<file path="src/logic/asmc_pkg.sv">
// Package of timing constants and types for the static memory controller
`default_nettype none
package asmc_pkg;
   localparam int unsigned CLK_PERIOD_NS      = 10;
   localparam int unsigned ADDR_W             = 15;
   localparam int unsigned DATA_W             = 8;
   localparam int unsigned MEM_WORDS          = 32768;
   // Slower grade figures, ns
   localparam int unsigned READ_CYCLE_NS      = 12;
   localparam int unsigned READ_ACCESS_NS     = 12;
   localparam int unsigned SELECT_TO_WRITE_END = 8;
   localparam int unsigned ADDR_VALID_TO_WRITE_END = 8;
   localparam int unsigned WRITE_PULSE_NS     = 7;
   localparam int unsigned WRITE_RECOVERY_NS  = 1;
   localparam int unsigned DESELECT_TO_RELEASE_TIME = 6;
   localparam int unsigned OUTEN_OFF_RELEASE_TIME   = 6;
   localparam int unsigned WRITE_START_RELEASE_TIME = 6;
   // Cycle counts, least times rounded up, read wait one cycle more, at least one cycle
   localparam int unsigned RD_WAIT_CYC =
      (READ_ACCESS_NS + CLK_PERIOD_NS - 1) / CLK_PERIOD_NS + 1;
   localparam int unsigned WR_PULSE_CYC =
      (SELECT_TO_WRITE_END + CLK_PERIOD_NS - 1) / CLK_PERIOD_NS;
   localparam int unsigned RELEASE_CYC =
      (DESELECT_TO_RELEASE_TIME + CLK_PERIOD_NS - 1) / CLK_PERIOD_NS;
   localparam int unsigned RECOVER_CYC =
      (WRITE_RECOVERY_NS + CLK_PERIOD_NS - 1) / CLK_PERIOD_NS;
   localparam logic [3:0] CNT_RD  = 4'(RD_WAIT_CYC);
   localparam logic [3:0] CNT_WR  = 4'(WR_PULSE_CYC);
   localparam logic [3:0] CNT_REL = 4'(RELEASE_CYC);
   localparam logic [3:0] CNT_REC = 4'(RECOVER_CYC);
   // Reset values
   localparam logic [3:0]        RST_CNT  = 4'h0;
   localparam logic [ADDR_W-1:0] RST_ADDR = 15'h0000;
   localparam logic [DATA_W-1:0] RST_DATA = 8'h00;

   typedef enum logic [2:0] {
      ST_IDLE   = 3'b000,
      ST_READ   = 3'b001,
      ST_RDEND  = 3'b010,
      ST_WSETUP = 3'b011,
      ST_WRITE  = 3'b100,
      ST_WREC   = 3'b101
   } asmc_state_type;
endpackage : asmc_pkg
`default_nettype wire

</file>
<file path="src/logic/asmc_ctrl.sv">
// Host-side controller driving an asynchronous 32K x 8 static memory
`default_nettype none
// Functional notes
// - Write enable stays high for the whole of every read.
// - Chip select held low at least 8 ns before write ends.
// - Address stable at least 8 ns before write ends.
// - Write may end by write enable or select; later falling strobe starts it.
module asmc_ctrl
   import asmc_pkg::*;
(
   // Clock and reset
   input  wire logic                i_core_clk,
   input  wire logic                i_rstn,
   // User request
   input  wire logic                i_req,
   input  wire logic                i_we,
   input  wire logic [ADDR_W-1:0]   i_addr,
   input  wire logic [DATA_W-1:0]   i_wdata,
   output logic                     o_ready,
   output logic                     o_rvalid,
   output logic [DATA_W-1:0]        o_rdata,
   // Memory pins
   output logic [ADDR_W-1:0]        o_word_addr,
   output logic                     o_sel_n,
   output logic                     o_outen_n,
   output logic                     o_wren_n,
   input  wire logic [DATA_W-1:0]   i_data_pins,
   output logic [DATA_W-1:0]        o_data_pins,
   output logic                     o_data_pins_oe
);

   logic [1:0]              rst_sync;
   logic                    rstn;
   logic [DATA_W-1:0]       din_meta;
   logic [DATA_W-1:0]       din_sync;
   asmc_state_type          state;
   logic [3:0]              cnt;
   logic                    cnt_done;
   logic                    take;
   logic                    rd_done;
   logic                    wr_done;

   assign rstn     = rst_sync[1];
   assign cnt_done = (cnt == RST_CNT);
   assign take     = (state == ST_IDLE) && i_req && o_ready;
   assign rd_done  = (state == ST_READ) && cnt_done;
   assign wr_done  = (state == ST_WRITE) && cnt_done;

   // Count down by one, resting at zero
   function automatic logic [3:0] cnt_dec(input logic [3:0] value);
      logic [3:0] result;
      result = (value == RST_CNT) ? RST_CNT : value - 4'h1;
      return result;
   endfunction : cnt_dec

   // Wait count loaded when a transfer is taken
   function automatic logic [3:0] first_cnt(input logic write_req);
      return write_req ? CNT_REL : CNT_RD;
   endfunction : first_cnt

   // Reset release
   always_ff @(posedge i_core_clk or negedge i_rstn) begin
      if (!i_rstn) begin
         rst_sync <= 2'b00;
      end else begin
         rst_sync <= {rst_sync[0], 1'b1};
      end
   end

   // Data pin synchroniser
   always_ff @(posedge i_core_clk or negedge rstn) begin
      if (!rstn) begin
         din_meta <= RST_DATA;
         din_sync <= RST_DATA;
      end else begin
         din_meta <= i_data_pins;
         din_sync <= din_meta;
      end
   end

   // State sequence
   always_ff @(posedge i_core_clk or negedge rstn) begin
      if (!rstn) begin
         state <= ST_IDLE;
      end else begin
         case (state)
            ST_IDLE: begin
               if (take && i_we) begin
                  state <= ST_WSETUP;
               end else if (take) begin
                  state <= ST_READ;
               end
            end
            ST_READ: begin
               if (cnt_done) begin
                  state <= ST_RDEND;
               end
            end
            ST_RDEND: begin
               // Wait for memory to release the bus
               if (cnt_done) begin
                  state <= ST_IDLE;
               end
            end
            ST_WSETUP: begin
               state <= ST_WRITE;
            end
            ST_WRITE: begin
               if (cnt_done) begin
                  state <= ST_WREC;
               end
            end
            ST_WREC: begin
               state <= ST_IDLE;
            end
            default: begin
               state <= ST_IDLE;
            end
         endcase
      end
   end

   // Wait counter
   always_ff @(posedge i_core_clk or negedge rstn) begin
      if (!rstn) begin
         cnt <= RST_CNT;
      end else begin
         case (state)
            ST_IDLE: begin
               if (take) begin
                  cnt <= first_cnt(i_we);
               end
            end
            ST_READ: begin
               cnt <= cnt_done ? CNT_REL : cnt_dec(cnt);
            end
            ST_RDEND: begin
               cnt <= cnt_dec(cnt);
            end
            ST_WSETUP: begin
               cnt <= CNT_WR;
            end
            ST_WRITE: begin
               cnt <= cnt_done ? CNT_REC : cnt_dec(cnt);
            end
            default: begin
               cnt <= cnt;
            end
         endcase
      end
   end

   // Request handshake
   always_ff @(posedge i_core_clk or negedge rstn) begin
      if (!rstn) begin
         o_ready <= 1'h0;
      end else begin
         o_ready <= (state == ST_IDLE) && !take;
      end
   end

   // Read data return
   always_ff @(posedge i_core_clk or negedge rstn) begin
      if (!rstn) begin
         o_rvalid <= 1'h0;
         o_rdata  <= RST_DATA;
      end else begin
         o_rvalid <= rd_done;
         if (rd_done) begin
            o_rdata <= din_sync;
         end
      end
   end

   // Memory address
   always_ff @(posedge i_core_clk or negedge rstn) begin
      if (!rstn) begin
         o_word_addr <= RST_ADDR;
      end else if (take) begin
         o_word_addr <= i_addr;
      end
   end

   // Chip select
   always_ff @(posedge i_core_clk or negedge rstn) begin
      if (!rstn) begin
         o_sel_n <= 1'h1;
      end else if (take) begin
         o_sel_n <= 1'h0;
      end else if (rd_done || (state == ST_WREC)) begin
         // Select drops one cycle after write enable rises
         o_sel_n <= 1'h1;
      end
   end

   // Output enable
   always_ff @(posedge i_core_clk or negedge rstn) begin
      if (!rstn) begin
         o_outen_n <= 1'h1;
      end else if (take) begin
         o_outen_n <= i_we;
      end else if (rd_done) begin
         o_outen_n <= 1'h1;
      end
   end

   // Write enable
   always_ff @(posedge i_core_clk or negedge rstn) begin
      if (!rstn) begin
         o_wren_n <= 1'h1;
      end else if (take && !i_we) begin
         o_wren_n <= 1'h1;
      end else if (state == ST_WSETUP) begin
         // Falls after select: the later strobe starts the write
         o_wren_n <= 1'h0;
      end else if (wr_done) begin
         o_wren_n <= 1'h1;
      end
   end

   // Write data
   always_ff @(posedge i_core_clk or negedge rstn) begin
      if (!rstn) begin
         o_data_pins <= RST_DATA;
      end else if (take && i_we) begin
         o_data_pins <= i_wdata;
      end
   end

   // Write data drive
   always_ff @(posedge i_core_clk or negedge rstn) begin
      if (!rstn) begin
         o_data_pins_oe <= 1'h0;
      end else if (state == ST_WSETUP) begin
         o_data_pins_oe <= 1'h1;
      end else if (state == ST_WREC) begin
         o_data_pins_oe <= 1'h0;
      end
   end

endmodule : asmc_ctrl
`default_nettype wire

</file>
<file path="config.mk">
export PLATFORM = sky130hd
export DESIGN_NAME = asmc_ctrl
export DESIGN_NICKNAME = d
export VERILOG_FILES = /design/src/logic/asmc_pkg.sv /design/src/logic/asmc_ctrl.sv
export SDC_FILE = /design/constraint.sdc
export NUM_CORES = 1
export LEC_CHECK = 0
export ABC_CLOCK_PERIOD_IN_PS = 5700
export CAP_MARGIN = 15
export CORE_MARGIN = 5
export CORE_UTILIZATION = 53
export CTS_BUF_LIST = sky130_fd_sc_hd__clkbuf_4 sky130_fd_sc_hd__clkbuf_8
export CTS_CLUSTER_SIZE = 24
export DETAILED_ROUTE_END_ITERATION = 7
export DONT_BUFFER_PORTS = 1
export PLACE_DENSITY = 0.65
export SYNTH_ARGS = -nofsm -noshare
export SYNTH_HDL_FRONTEND = slang
export SYNTH_SLANG_ARGS = --single-unit
export TNS_END_PERCENT = 100
</file>
<file path="constraint.sdc">
create_clock -name i_core_clk -period 5.7 [get_ports i_core_clk]
set_clock_uncertainty 0.15 [all_clocks]
set_input_delay 0.285 -clock i_core_clk [delete_from_list [all_inputs] [get_ports i_core_clk]]
set_output_delay 0.285 -clock i_core_clk [all_outputs]
set_load 0.02 [all_outputs]
</file>
### Word-level counts from Yosys, hierarchy flattened

Cells that the tools add are included.

* output and inout bits: 37
* input port bits: 35
* register bits: 62
* word-level logic and storage cells: 65

* reductions and logical operators: 20
* mux-type cells: 20
* $add $sub $neg: 1
* equal/unequal tests: 10

Operators with widths (number)
* case mux 4 bit (4 select lines): 1
* two-way mux 3 bit: 5
* case mux 3 bit (5 select lines): 1
* two-way mux 4 bit: 3
* two-way mux 1 bit: 9
* != test 2 bit, second input constant: 4
* logical AND 1 bit: 7
* equality test 3 x 2 -> 1 bit, second input constant: 2
* equality test 3 bit, second input constant: 2
* nonzero test 2 bit: 3
* logical NOT 4 bit: 1
* AND reduction 4 bit: 1
* nonzero test 4 bit: 1
* subtractor 4 x 1 -> 4 bit, second input constant: 1
* equality test 3 x 1 -> 1 bit, second input constant: 1
* logical NOT 3 bit: 1
* != test 3 x 2 -> 1 bit, second input constant: 1
* nonzero test 3 bit: 1
* logical NOT 1 bit: 2
* two-way mux 2 bit: 1
* AND reduction 2 bit: 1
* OR reduction 2 bit: 1
* logical OR 1 bit: 1

### Logic depth before layout (Yosys ltp)

* depth after elaboration: 6
* depth in mapped cells: 7
* mapped depth without buffers: 6

### Worst setup path after synthesis

Ideal clock, no wire load.

* path type: reg2reg
* from: register cnt[0]
* to: register o_rdata[0]
* buffers on the path: 0
* setup time: 0.125 ns
* stages on the path, launching flop included: 6
* clock period less this slack: 1.809 ns
* slack: 3.891 ns
* required time: 5.425 ns
* arrival time: 1.535 ns
* cells stage by stage: dfrtp_1 > inv_1 > ha_1 > nor3b_1 > nand3_1 > mux2_2

* cells in the longest elaborated chain, start to end: 2

RTL lines
* from (decl): line asmc_ctrl.sv:37 `logic [3:0] cnt;`
* from (signal assigned): line asmc_ctrl.sv:131 `cnt <= first_cnt(i_we);`
* from (signal assigned): line asmc_ctrl.sv:135 `cnt <= cnt_done ? CNT_REL : cnt_dec(cnt);`
* from (signal assigned): line asmc_ctrl.sv:138 `cnt <= cnt_dec(cnt);`
* logical NOT 4 bit: line asmc_ctrl.sv:44 `assign cnt_done = (cnt == RST_CNT);`
* logical AND 1 bit: line asmc_ctrl.sv:46 `assign rd_done = (state == ST_READ) && cnt_done;`
* to (signal assigned): line asmc_ctrl.sv:170 `o_rdata <= din_sync;`
* to (decl): line asmc_ctrl.sv:21 `output logic [DATA_W-1:0] o_rdata,`

No other way between the ends.
A chain may end at the register's enable or synchronous reset.

### Final worst setup path

Ends and elaborated chain as after synthesis.

==> impl_summary.txt <==
----------------------------------------------------
[Placement]
  Half-perimeter wire length after detailed placement ... between 3000 and 4000 µm
  Number of I/O port buffers ... 0
  Inst Count DP ... 236
  Global placer's final weighted congestion ... roughly 0.81

[Clock tree]
  Number of buffers inserted by post-CTS setup repair ... 0
  CTS Hold Buffers Added ... 33
  Buffer levels on the longest clock path ... 2
  Number of sinks driven by the clock tree ... 62
  Clock transition at the registers of the reported paths ... approximately 0.07 ns
  Root buffer selected by CTS ... clkbuf_8
  Clock latency reported for the late side of the worst-skew pair ... roughly 0.32 ns
  TritonCTS clock tree ... done
  Max H-tree Level ... 3
  Post-CTS resize count ... 0
  Total clock buffers created by CTS ... 9

[Layout]
  Final standard cell count with taps included and fillers excluded ... between 200 and 300
  Most frequent standard cell in the layout excluding fill and tap cells ... dfrtp_1
  Fill cell instance count of the final layout ... between 300 and 400
  Final core utilization ... between 60% and 70%
  Area overhead of the layout relative to synthesis ... 24.1%
  Number of diodes ... 0
  Fraction of final layout cells with drive strength greater than 1 ... roughly 18%
  Net total in the final layout ... around 270
  Highest-count cells in the layout ignoring fill and taps ... dfrtp_1 (58), nand2_1 (50), dlygate4sd3_1 (33)

[Power]
  Power density of the placed cells ... between 500 and 600 mW/mm²
  Part of the power in registers ... between 50% and 60%
  Net switching power of the design ... 0.000659 W
  Static power due to leakage ... around 1.4 nW
  Worst supply voltage drop on vdd ... roughly 0.35 mV
  Share of total power consumed by net switching ... 39.4%
  Cell internal power dissipation ... about 0.0010 W
  Combinational power share ... approximately a quarter
  Final total power ... about 0.0017 W
  Part of the power in the clock network ... a little under a quarter

[Routing]
  Per-cell routed wire length ... 17.6 µm
  Via count ... approximately 1600
  Iter 0 DRT Violations ... 101
  Post-Route WL ... ~5000 µm
  Final routed DRC violation total ... 0
  Detailed-router iteration count before antenna repair ... 4
  Number of routed nets with antenna violations ... 0
  Routed via count divided by cell count ... 5.48

[Timing]
  Max-slew violation count ... 0
  Period utilization ... between 40% and 50%
  Sum of negative setup slack ... 0 ns
  Slew headroom ... approximately half
  Fin crit period ... 2.57 ns
  Hold violation count in the final report ... 0
  Highest clock rate ... 0.389 GHz
  Worst-Margin Slew ... 0.766 ns
  Endpoints failing setup ... 0
  Worst hold-check slack ... 0.0151 ns
  Setup repair after global routing missed its margin ... false

[Die]
  Starting density of the core ... between 50% and 60%
  Die area ... 0.00585 mm²
  Placeable core region ... about 0.0043 mm²
  Die W ... approximately 77 µm
  Number of cell rows ... 24
  Boundary pin count ... 72
  Floorplan die height ... around 77 µm

[Yosys]
  Number of instances in the synthesized netlist ... 190
  Share of flip-flops with an asynchronous set or reset after synthesis ... 100%
  Part of the Yosys area used for sequential elements ... between 60% and 70%
  Fraction of synthesized cell area taken by the top area cell type ... between 60% and 70%
  Netlist cell types ... 36
  Top area cells in the synthesized netlist ... dfrtp_1 (63%), nand2_1 (8.0%), mux2_2 (7.7%)
  Number of enable-type register cells in the synthesized netlist ... 0
  Top flip-flop cell by instance count after synthesis ... dfrtp_1
  Total number of yosys warnings ... 0
  Cell type with the largest total area after synthesis ... dfrtp_1
  Synthesized flop and latch total ... 62
  Post-Syn Area ... roughly 0.0023 mm²
  Syn avg cell area ... 12.3 µm²
  Syn Nets ... roughly 230

[Critical path]
  Required time at the endpoint of the critical path ... ~5.8 ns
  CP cell instances ... inv_1, ha_1, nor3b_2, nand3_1, mux2_2
  Register-to-Register Setup Slack ... 3.13 ns
  Critical path endpoint category ... flip-flop
  Slowest stage cell, crit path ... nor3b_2
  Arrival time at the worst endpoint ... 2.62 ns
  Worst setup startpoint ... cnt[0]
  R2r worst-path depth ... 5
  Critical path destination ... o_rdata[0]
  Crit path launch type ... flip-flop
  Capture point of the worst reg-to-reg path ... o_rdata[0]
  Largest fanout on the critical path ... 12
  Worst R2R Start ... cnt[0]
  Slowest Stage Delay on Critical Path ... roughly 0.62 ns
  Critical path class ... reg2reg

[Global routing]
  Global router's overall resource usage ... 18.6%
  Number of global-route vias before repair ... between 1500 and 2000
  Initial antenna violation count ... 0
  Sum of overflow across all layers after global routing ... 0
  Global-route wire length before repair ... 8460 µm
  Pin count of the biggest net entering global routing ... 40

[Run]
  Number of max-cap violations ... 0

[Status]
  Run status ... finished clean

[Hold path]
  Worst hold path type ... in2reg

----------------------------------------------------
-- per-layer routing --
layer / global-route usage, % / part of all wire (%) / vias up
met5: 0 / 0 / -
met2: 31.8 / 55 / 71
met4: 8.92 / 1.8 / 0
met3: 6.97 / 6.3 / 12
li1: - / - / 707
met1: 20.1 / 37 / 772
-- cell type report --
type	instances	area, µm²	share of cell area [%]
tap	52	65.1	2.24
sequential	62	1560	53.5
clock buffer	12	153	5.25
clock inverter	4	47.5	1.63
timing repair buffer	34	338	11.6
inverter	7	26.3	0.903
multi-input combinational	114	723	24.9
-- registers in the layout, summed over array words and instances (netlist names) --
register and count:
o_rvalid 1, o_ready 1, state 3, o_data_pins_oe 1, cnt 4, o_word_addr 15
o_sel_n 1, din_meta 8, rst_sync 2, o_outen_n 1, o_rdata 8, o_wren_n 1
din_sync 8, o_data_pins 8
-- stage by stage --
step | cell area, µm² | setup slack (ns)
after CTS | 2900 | 2.52
after global placement | 2370 | 2.79
after floorplan | 2340 | 3.70
after global routing | 2910 | 2.92
final | 2910 | 3.13
after detailed placement | 2370 | 2.55
-- cell families (layout without fill, tap and decap cells) --
group	count (synthesis)	count (layout)	share of synthesized area, %
simple gates	70	70	14.1
flops	62	62	66.3
compound gates	21	21	5.98
mux	18	18	8.54
buf+inv	14	57	3.04
fa+ha+maj	2	2	1.07
xor+xnor	2	2	0.747
other cells	1	1	0.160
-- Yosys cell counts (2+ instances only) --
library cell	count
dfstp_2	3
mux2i_1	2
dfrtp_1	59
nor2_1	4
buf_6	2
a211o_1	2
nor2b_1	2
buf_2	3
o311a_1	2
mux2_2	16
clkbuf_1	2
ha_1	2
o21ai_0	7
nor3b_1	2
inv_1	7
nand2_1	50
nor3_1	3
a21oi_1	4
-- critical path: cells and delay by family (launching register included) --
| family | cells | cell delay [ns] |
|---|---|---|
| adders and majority gates | 1 | 0.17 |
| buffers and inverters | 1 | 0.12 |
| DFF | 1 | 0.43 |
| muxes | 1 | 0.42 |
| and+or+nand+nor | 2 | 1.15 |
-- power by group through the flow --
stage,combinational [W],sequential [W],clock (W)
after floorplan,0.000332,0.000847,0
after CTS,0.000393,0.000897,0.000390
final,0.000394,0.000896,0.000381
after global routing,0.000442,0.000916,0.000413
after detailed placement,0.000376,0.000902,0
after global placement,0.000342,0.000896,0
-- worst min-delay path by stage --
stage | start | to | slack (ns) | cells after the start
detailed placement | i_rstn | rst_sync[1] | -0.16 | 0
global route | i_rstn | rst_sync[1] | 0.02 | 1
global placement | i_rstn | rst_sync[0] | -0.16 | 0
finish | i_we | state[1] | 0.02 | 2
floorplan | i_rstn | rst_sync[0] | -0.16 | 0
CTS | i_we | state[1] | 0.006 | 2
No activity file was read; power rests on OpenSTA's default activity.
